File: config.mk
export PLATFORM = sky130hd
export DESIGN_NAME = dtmc_top
export DESIGN_NICKNAME = d
export VERILOG_FILES = /design/src/dtmc_pkg.sv /design/src/dtmc_top.sv
export SDC_FILE = /design/constraint.sdc
export NUM_CORES = 1
export LEC_CHECK = 0
export BUFFER_PORTS_ARGS = -buffer_cell sky130_fd_sc_hd__buf_4
export CAP_MARGIN = 20
export CELL_PAD_IN_SITES_DETAIL_PLACEMENT = 1
export CELL_PAD_IN_SITES_GLOBAL_PLACEMENT = 1
export CORE_MARGIN = 2
export CORE_UTILIZATION = 49
export CTS_BUF_LIST = sky130_fd_sc_hd__clkbuf_2
export CTS_CLUSTER_SIZE = 20
export DETAILED_ROUTE_END_ITERATION = 7
export GPL_TIMING_DRIVEN = 0
export PLACE_DENSITY = 0.87
export SYNTH_ARGS = -nofsm -noshare
export SYNTH_HDL_FRONTEND = slang
export SYNTH_SLANG_ARGS = --single-unit
File: constraint.sdc
create_clock -name clk -period 6 [get_ports clk]
set_input_delay 0.3 -clock clk [delete_from_list [all_inputs] [get_ports clk]]
set_output_delay 0.3 -clock clk [all_outputs]
set_load 0.1 [all_outputs]
File: src/dtmc_pkg.sv
// constants for the die temperature measurement controller
package dtmc_pkg;
  // ==========================================
  // clock and timing
  localparam int unsigned CLK_HZ = 20_000_000;
  localparam int unsigned SENSOR_CLK_HZ = 1_000_000;
  localparam int unsigned UNIT_SENSOR_TICKS = 256;
  localparam int unsigned UNIT_CYCLES = UNIT_SENSOR_TICKS * (CLK_HZ / SENSOR_CLK_HZ);
  localparam int unsigned TAIL_US = 32;
  localparam int unsigned TAIL_CYCLES = (TAIL_US * (CLK_HZ / 1_000_000) < 1) ? 1 :
                                        TAIL_US * (CLK_HZ / 1_000_000);
  localparam int CNT_W = 32;

  // ==========================================
  // register map (address, page)
  localparam logic [7:0] ADDR_CTRL = 8'hD2;
  localparam logic [7:0] ADDR_RES_LOW = 8'hD2;
  localparam logic [7:0] ADDR_RES_HIGH = 8'hD3;
  localparam logic [7:0] PAGE_CTRL = 8'h0F;
  localparam logic [7:0] PAGE_DATA = 8'h00;

  // ==========================================
  // control register fields and reset values
  localparam int BIT_TRIGGER = 7;
  localparam int BIT_DONE = 6;
  localparam int SEL_MSB = 2;
  localparam int SEL_LSB = 0;
  localparam int SEL_W = 3;
  localparam logic [7:0] RST_CTRL = 8'h00;
  localparam logic [7:0] RST_RES_LOW = 8'h00;
  localparam logic [7:0] RST_RES_HIGH = 8'h00;
  localparam int RESULT_W = 16;
endpackage

File: src/dtmc_top.sv
// die temperature measurement control, result and flag registers
`timescale 1ns/1ns
module dtmc_top #(
  parameter int unsigned UNIT_CYCLES = dtmc_pkg::UNIT_CYCLES,
  parameter int unsigned TAIL_CYCLES = dtmc_pkg::TAIL_CYCLES
) (
  input wire logic clk,
  input wire logic resetn,
  input wire logic [7:0] sfr_addr,
  input wire logic [7:0] sfr_page,
  input wire logic sfr_we,
  input wire logic [7:0] sfr_wdata,
  output logic [7:0] sfr_rdata,
  input wire logic temp_irq_enable,
  input wire logic [15:0] sensor_sample,
  output logic sensor_enable,
  output logic temp_irq
);

  // ==========================================
  // state and storage
  typedef enum logic {DTMC_IDLE, DTMC_MEASURE} dtmc_state_t;

  dtmc_state_t state_reg;
  logic measure_trigger_reg;
  logic measure_done_flag_reg;
  logic [dtmc_pkg::SEL_W-1:0] conversion_length_sel_reg;
  logic [7:0] temp_result_high_reg;
  logic [7:0] temp_result_low_reg;
  logic [dtmc_pkg::CNT_W-1:0] cnt_reg;
  logic [dtmc_pkg::CNT_W-1:0] cnt_next;

  logic sel_ctrl;
  logic sel_low;
  logic sel_high;
  logic wr_ctrl;
  logic wr_low;
  logic wr_high;
  logic start_pulse;
  logic finish_pulse;

  // ==========================================
  // address decode
  assign sel_ctrl = (sfr_addr == dtmc_pkg::ADDR_CTRL) && (sfr_page == dtmc_pkg::PAGE_CTRL);
  assign sel_low = (sfr_addr == dtmc_pkg::ADDR_RES_LOW) && (sfr_page == dtmc_pkg::PAGE_DATA);
  assign sel_high = (sfr_addr == dtmc_pkg::ADDR_RES_HIGH) && (sfr_page == dtmc_pkg::PAGE_DATA);
  assign wr_ctrl = sfr_we && sel_ctrl;
  assign wr_low = sfr_we && sel_low;
  assign wr_high = sfr_we && sel_high;

  // length in clock cycles for a selector value
  function automatic logic [dtmc_pkg::CNT_W-1:0] length_cycles(
    input logic [dtmc_pkg::SEL_W-1:0] sel
  );
    logic [dtmc_pkg::CNT_W-1:0] mult;
    mult = (32'h0000_0001 << (sel + 4'h1)) + 32'h0000_0001;
    length_cycles = UNIT_CYCLES[dtmc_pkg::CNT_W-1:0] * mult + TAIL_CYCLES[dtmc_pkg::CNT_W-1:0];
  endfunction

  // ==========================================
  // trigger edge detection
  // start on falling trigger
  assign start_pulse = wr_ctrl && measure_trigger_reg && !sfr_wdata[dtmc_pkg::BIT_TRIGGER]
                       && (state_reg == DTMC_IDLE);
  assign finish_pulse = (state_reg == DTMC_MEASURE) && (cnt_reg == 32'h0000_0001);

  // ==========================================
  // control register fields
  always_ff @(posedge clk or negedge resetn) begin
    if (!resetn) begin
      measure_trigger_reg <= dtmc_pkg::RST_CTRL[dtmc_pkg::BIT_TRIGGER];
      conversion_length_sel_reg <= dtmc_pkg::RST_CTRL[dtmc_pkg::SEL_MSB:dtmc_pkg::SEL_LSB];
    end else if (wr_ctrl) begin
      measure_trigger_reg <= sfr_wdata[dtmc_pkg::BIT_TRIGGER];
      conversion_length_sel_reg <= sfr_wdata[dtmc_pkg::SEL_MSB:dtmc_pkg::SEL_LSB];
    end
  end

  // ==========================================
  // done flag
  always_ff @(posedge clk or negedge resetn) begin
    if (!resetn) begin
      measure_done_flag_reg <= dtmc_pkg::RST_CTRL[dtmc_pkg::BIT_DONE];
    end else if (finish_pulse) begin
      measure_done_flag_reg <= 1'b1;
    end else if (wr_ctrl && !sfr_wdata[dtmc_pkg::BIT_DONE]) begin
      measure_done_flag_reg <= 1'b0;
    end
  end

  // ==========================================
  // measurement sequencer
  always_comb begin
    cnt_next = cnt_reg;
    case (state_reg)
      DTMC_IDLE: begin
        if (start_pulse) begin
          cnt_next = length_cycles(sfr_wdata[dtmc_pkg::SEL_MSB:dtmc_pkg::SEL_LSB]);
        end
      end
      DTMC_MEASURE: begin
        cnt_next = cnt_reg - 32'h0000_0001;
      end
      default: begin
        cnt_next = '0;
      end
    endcase
  end

  always_ff @(posedge clk or negedge resetn) begin
    if (!resetn) begin
      cnt_reg <= '0;
    end else begin
      cnt_reg <= cnt_next;
    end
  end

  always_ff @(posedge clk or negedge resetn) begin
    if (!resetn) begin
      state_reg <= DTMC_IDLE;
    end else begin
      case (state_reg)
        DTMC_IDLE: begin
          if (start_pulse) begin
            state_reg <= DTMC_MEASURE;
          end
        end
        DTMC_MEASURE: begin
          if (finish_pulse) begin
            state_reg <= DTMC_IDLE;
          end
        end
        default: begin
          state_reg <= DTMC_IDLE;
        end
      endcase
    end
  end

  always_ff @(posedge clk or negedge resetn) begin
    if (!resetn) begin
      sensor_enable <= 1'b0;
    end else begin
      sensor_enable <= (state_reg == DTMC_MEASURE) ? !finish_pulse : start_pulse;
    end
  end

  // ==========================================
  // result registers
  always_ff @(posedge clk or negedge resetn) begin
    if (!resetn) begin
      temp_result_high_reg <= dtmc_pkg::RST_RES_HIGH;
      temp_result_low_reg <= dtmc_pkg::RST_RES_LOW;
    end else if (finish_pulse) begin
      temp_result_high_reg <= sensor_sample[15:8];
      temp_result_low_reg <= sensor_sample[7:0];
    end else begin
      if (wr_high) begin
        temp_result_high_reg <= sfr_wdata;
      end
      if (wr_low) begin
        temp_result_low_reg <= sfr_wdata;
      end
    end
  end

  // ==========================================
  // read mux and interrupt
  always_comb begin
    sfr_rdata = 8'h00;
    if (sel_ctrl) begin
      sfr_rdata[dtmc_pkg::BIT_TRIGGER] = measure_trigger_reg;
      sfr_rdata[dtmc_pkg::BIT_DONE] = measure_done_flag_reg;
      sfr_rdata[dtmc_pkg::SEL_MSB:dtmc_pkg::SEL_LSB] = conversion_length_sel_reg;
    end else if (sel_high) begin
      sfr_rdata = temp_result_high_reg;
    end else if (sel_low) begin
      sfr_rdata = temp_result_low_reg;
    end
  end

  assign temp_irq = measure_done_flag_reg && temp_irq_enable;
endmodule
==> impl_metrics.csv <==
group,metric,value,unit
sta,fin_crit,2930,ps
power,vdd_ir_drop_max,96.5,uV
route,wl_met2,4990,um
sta,fin_crit_sh,48.9,%
cells_and_area,num_antenna_cells,0,
clocking,htreeDepth,2,
worst_setup_path,crit_buf_inv,3,
power,pwr-share-seq,56.3,%
worst_setup_path,crit_chain,"buf_4 > nand4b_2 > or4b_1 > nor4_2 > a222oi_1 > inv_1 > buf_4",
sta,worst_pin_slew,938,ps
route,wirelength_met1,4660,um
clocking,clock_latency,460,ps
worst_setup_path,cp_slowest_cell,"nor4_2",
sta,slew_viol_final,0,
power,combPwrFrac,14.4,%
clocking,numCtsBuffers,5,
global_route,grt_max_degree,55,
yosys,ys_async_sr_fraction,100,%
place,io_buffer_count,50,
clocking,cts-root-buf,"clkbuf_2",
power,switching_power,177,uW
route,wire_per_inst,17.3,um
run_status,status,"complete, no violations",
yosys,yosysSeqAreaShare,36.7,%
worst_setup_path,cp_top_family,"simple AND/OR/NAND/NOR gates",
yosys,syn_area,3680,um2
cells_and_area,regArea,1350,um2
worst_hold_path,min_path_cells,3,
place,gp_routability_congestion,0.890,
worst_hold_path,hold_class,"in2reg",
route,routed_wirelength,10100,um
global_route,grt_pass1_wl,17500,um
floorplan,core_area,7250,um2
place,dpl-instance-area,4250,um2
power,clock_power_share,29.4,%
flow_run,max-cap-violations,0,
clocking,tritoncts,"done",
cells_and_area,largest_reg_flops,32,
sta,hold_violations,0,
place,dpl.cell_count,571,
power,p_per_area,153,nW/um2
floorplan,die_w,90.6,um
cells_and_area,layout-drive-gt1-share,17.8,%
worst_setup_path,cp-end-kind,"output pin",
sta,rsz0062_at_grt,"no",
worst_setup_path,arrival,2630,ps
yosys,ys_seq_elements,54,
worst_setup_path,slowest_delay,730,ps
worst_hold_path,min_to,"temp_result_high_reg[4]$_DFFE_PN0P_",
worst_setup_path,critPathRequiredTime,5700,ps
cells_and_area,final_cells,581,
clocking,cts.sinks,54,
route,viasPerCell,5.94,
yosys,synth_edf_count,0,
floorplan,io_pins,54,
worst_setup_path,reg2reg_setup_slack,3300,ps
route,drc,0,
worst_setup_path,rr_endpoint,"temp_result_high_reg[5]$_DFFE_PN0P_",
cells_and_area,synthToLayoutAreaGrowth,17.8,%
place,pre_cts_slack,3060,ps
worst_setup_path,timing.rr.start,"cnt_reg[6]$_DFFE_PN0P_",
sta,fin_skew,28.9,ps
sta,setup_viol,0,
global_route,grt_overflow,0,
worst_setup_path,start_kind,"primary input",
route,top_layer_used,"met4",
sta,fmax,341,MHz
global_route,antenna_found_initial,0,
worst_hold_path,hold_start,"sensor_sample[12]",
cells_and_area,final_area,4330,um2
global_route,grt_usage,25.9,%
power,power.leakage,2.06,nW
cells_and_area,n_fill_cell,912,
cells_and_area,nets,551,
floorplan,die_y,90.6,um
worst_setup_path,cp_common_cell,"buf_4",
clocking,cts_buffer_depth,2,
worst_setup_path,criticalPathCategory,"in2out",
clocking,cts.clk_slew.worst_paths,270,ps
route,ant_nets,0,
route,firstDrtPassIters,4,
sta,holdWs,75.6,ps
yosys,syn_area_per_cell,9.06,um2
cells_and_area,multi_input_area,2280,um2
worst_setup_path,worst-r2r-cell-count,6,
yosys,yosys.cell_types.count,66,
floorplan,die_area,8220,um2
worst_setup_path,cp_max_fo,8,
clocking,cts_resized,0,
floorplan,rows,31,
route,drt-initial-drc-count,191,
global_route,grt_pass1_vias,3625,
yosys,ys.flop_type,"dfrtp_1",
yosys,yosys_warnings,0,
sta,relSlewSlack,37.0,%
power,p_sw_share,26.6,%
route,vias,3453,
place,hpwl,7770,um
sta,setup_tns,0,ps
floorplan,start_util,50.7,%
sta,final.setup.worst_slack,3070,ps
power,internal-power,487,uW
route,met3_wirelength,353,um
yosys,netlist_instances,406,
## through the flow
| stage | power, mW | utilization (%) |
|---|---|---|
| 2_1_floorplan | 0.431 | - |
| 3_3_place_gp | 0.465 | 58.4 |
| 3_5_place_dp | 0.467 | 58.6 |
| 4_1_cts | 0.663 | 59.7 |
| 5_1_grt | 0.693 | 59.7 |
| 6_report | 0.664 | 59.7 |
## worst reg2reg max path, stage by stage, from the launching register on
cell and delay [ps]:
dfrtp_1 490, or4_4 590, nor4_2 560, nand4_1 370
clkbuf_1 350, nor2_1 190, a21oi_1 50
## metal layers
metal,track usage [%],vias to the layer above
li1,-,1656
met1,34.6,1733
met2,45.2,58
met3,3.17,6
met4,5.00,0
met5,0,-
## power by group through the flow
stage	sequential (mW)	clock [mW]	combinational (mW)
after detailed placement	0.379	0	0.0881
after CTS	0.374	0.200	0.0891
after floorplan	0.379	0	0.0520
after global routing	0.374	0.210	0.109
final	0.374	0.195	0.0953
after global placement	0.379	0	0.0859
## logic make-up after synthesis
family,count (synthesis),synth area share [%]
mux,22,6.12
other cells,2,0.204
xor+xnor,8,1.90
fa+ha+maj,26,8.84
flops,54,36.7
buf+inv,30,3.27
compound gates,95,17.1
simple gates,169,25.9
## cells in the mapped netlist, types with 2 or more instances
cell type   n  area, um2
or4b_1      2       20.0
o21a_1      2       15.0
nor2_1     38        143
xnor2_1     3       26.3
a222oi_1    5       50.1
o211ai_1    4       30.0
nand3_1    20        100
a21oi_1    32        160
nand2_1    25       93.8
nand2b_1    2       12.5
nor2b_1     4       25.0
or2_2       4       25.0
a22o_1      3       26.3
and3_1      7       43.8
xor2_1      5       43.8
nand3b_1    3       22.5
a31oi_1     3       18.8
o22ai_1     3       18.8
inv_1      14       52.6
clkbuf_1   12       45.0
mux2_2      4       45.0
o311ai_0    2       17.5
ha_1       26        325
and2_1      5       31.3
buf_2       3       15.0
o21ai_1     2       10.0
dfrtp_1    54       1350
or3_1       6       37.5
or4_1       5       37.5
nor3_1     18       90.1
nor4_2      3       37.5
mux2i_1    18        180
nor4_1     10       62.6
conb_1      2       7.51
a211oi_1    4       30.0
nand4_1     4       25.0
o21ai_0    20        100
## worst max-delay path by stage
stage / end / slack, ps / startpoint / depth (start not counted)
after global placement: sfr_rdata[0] / 2670 / sfr_addr[5] / 7
final: sfr_rdata[2] / 3070 / sfr_addr[5] / 7
after CTS: sfr_rdata[2] / 3050 / sfr_addr[5] / 7
after floorplan: sfr_rdata[3] / 3100 / sfr_addr[5] / 4
after detailed placement: sfr_rdata[2] / 3060 / sfr_addr[5] / 7
after global routing: sfr_rdata[2] / 2960 / sfr_addr[5] / 7
## what timing repair did
item | 4_1_cts | 5_1_grt
endpoints found under the hold margin | 54 | 0
setup buffers | 0 | 0
hold buffers | 1 | 0
setup endpoints to repair | 0 | 0
## placed cells by master (no fill, tap or decap), types with 6 or more instances in the layout
cell	instances
a21oi_1	32
and3_1	7
buf_4	51
clkbuf_1	12
clkbuf_2	7
conb_1	18
dfrtp_1	54
ha_1	26
inv_1	14
mux2i_1	18
nand2_1	25
nand3_1	20
nor2_1	38
nor3_1	18
nor4_1	8
o21ai_0	20
or3_1	6
## layout make-up
class,count,area share [%]
multi-input cells,338,52.6
flip-flops and latches,54,31.2
repair buffers,52,9.01
well taps,99,2.86
plain buffers,16,1.56
inverters,14,1.21
clock inverters,2,0.866
clock buffers,6,0.693
No activity file was read; power rests on OpenSTA's default activity.
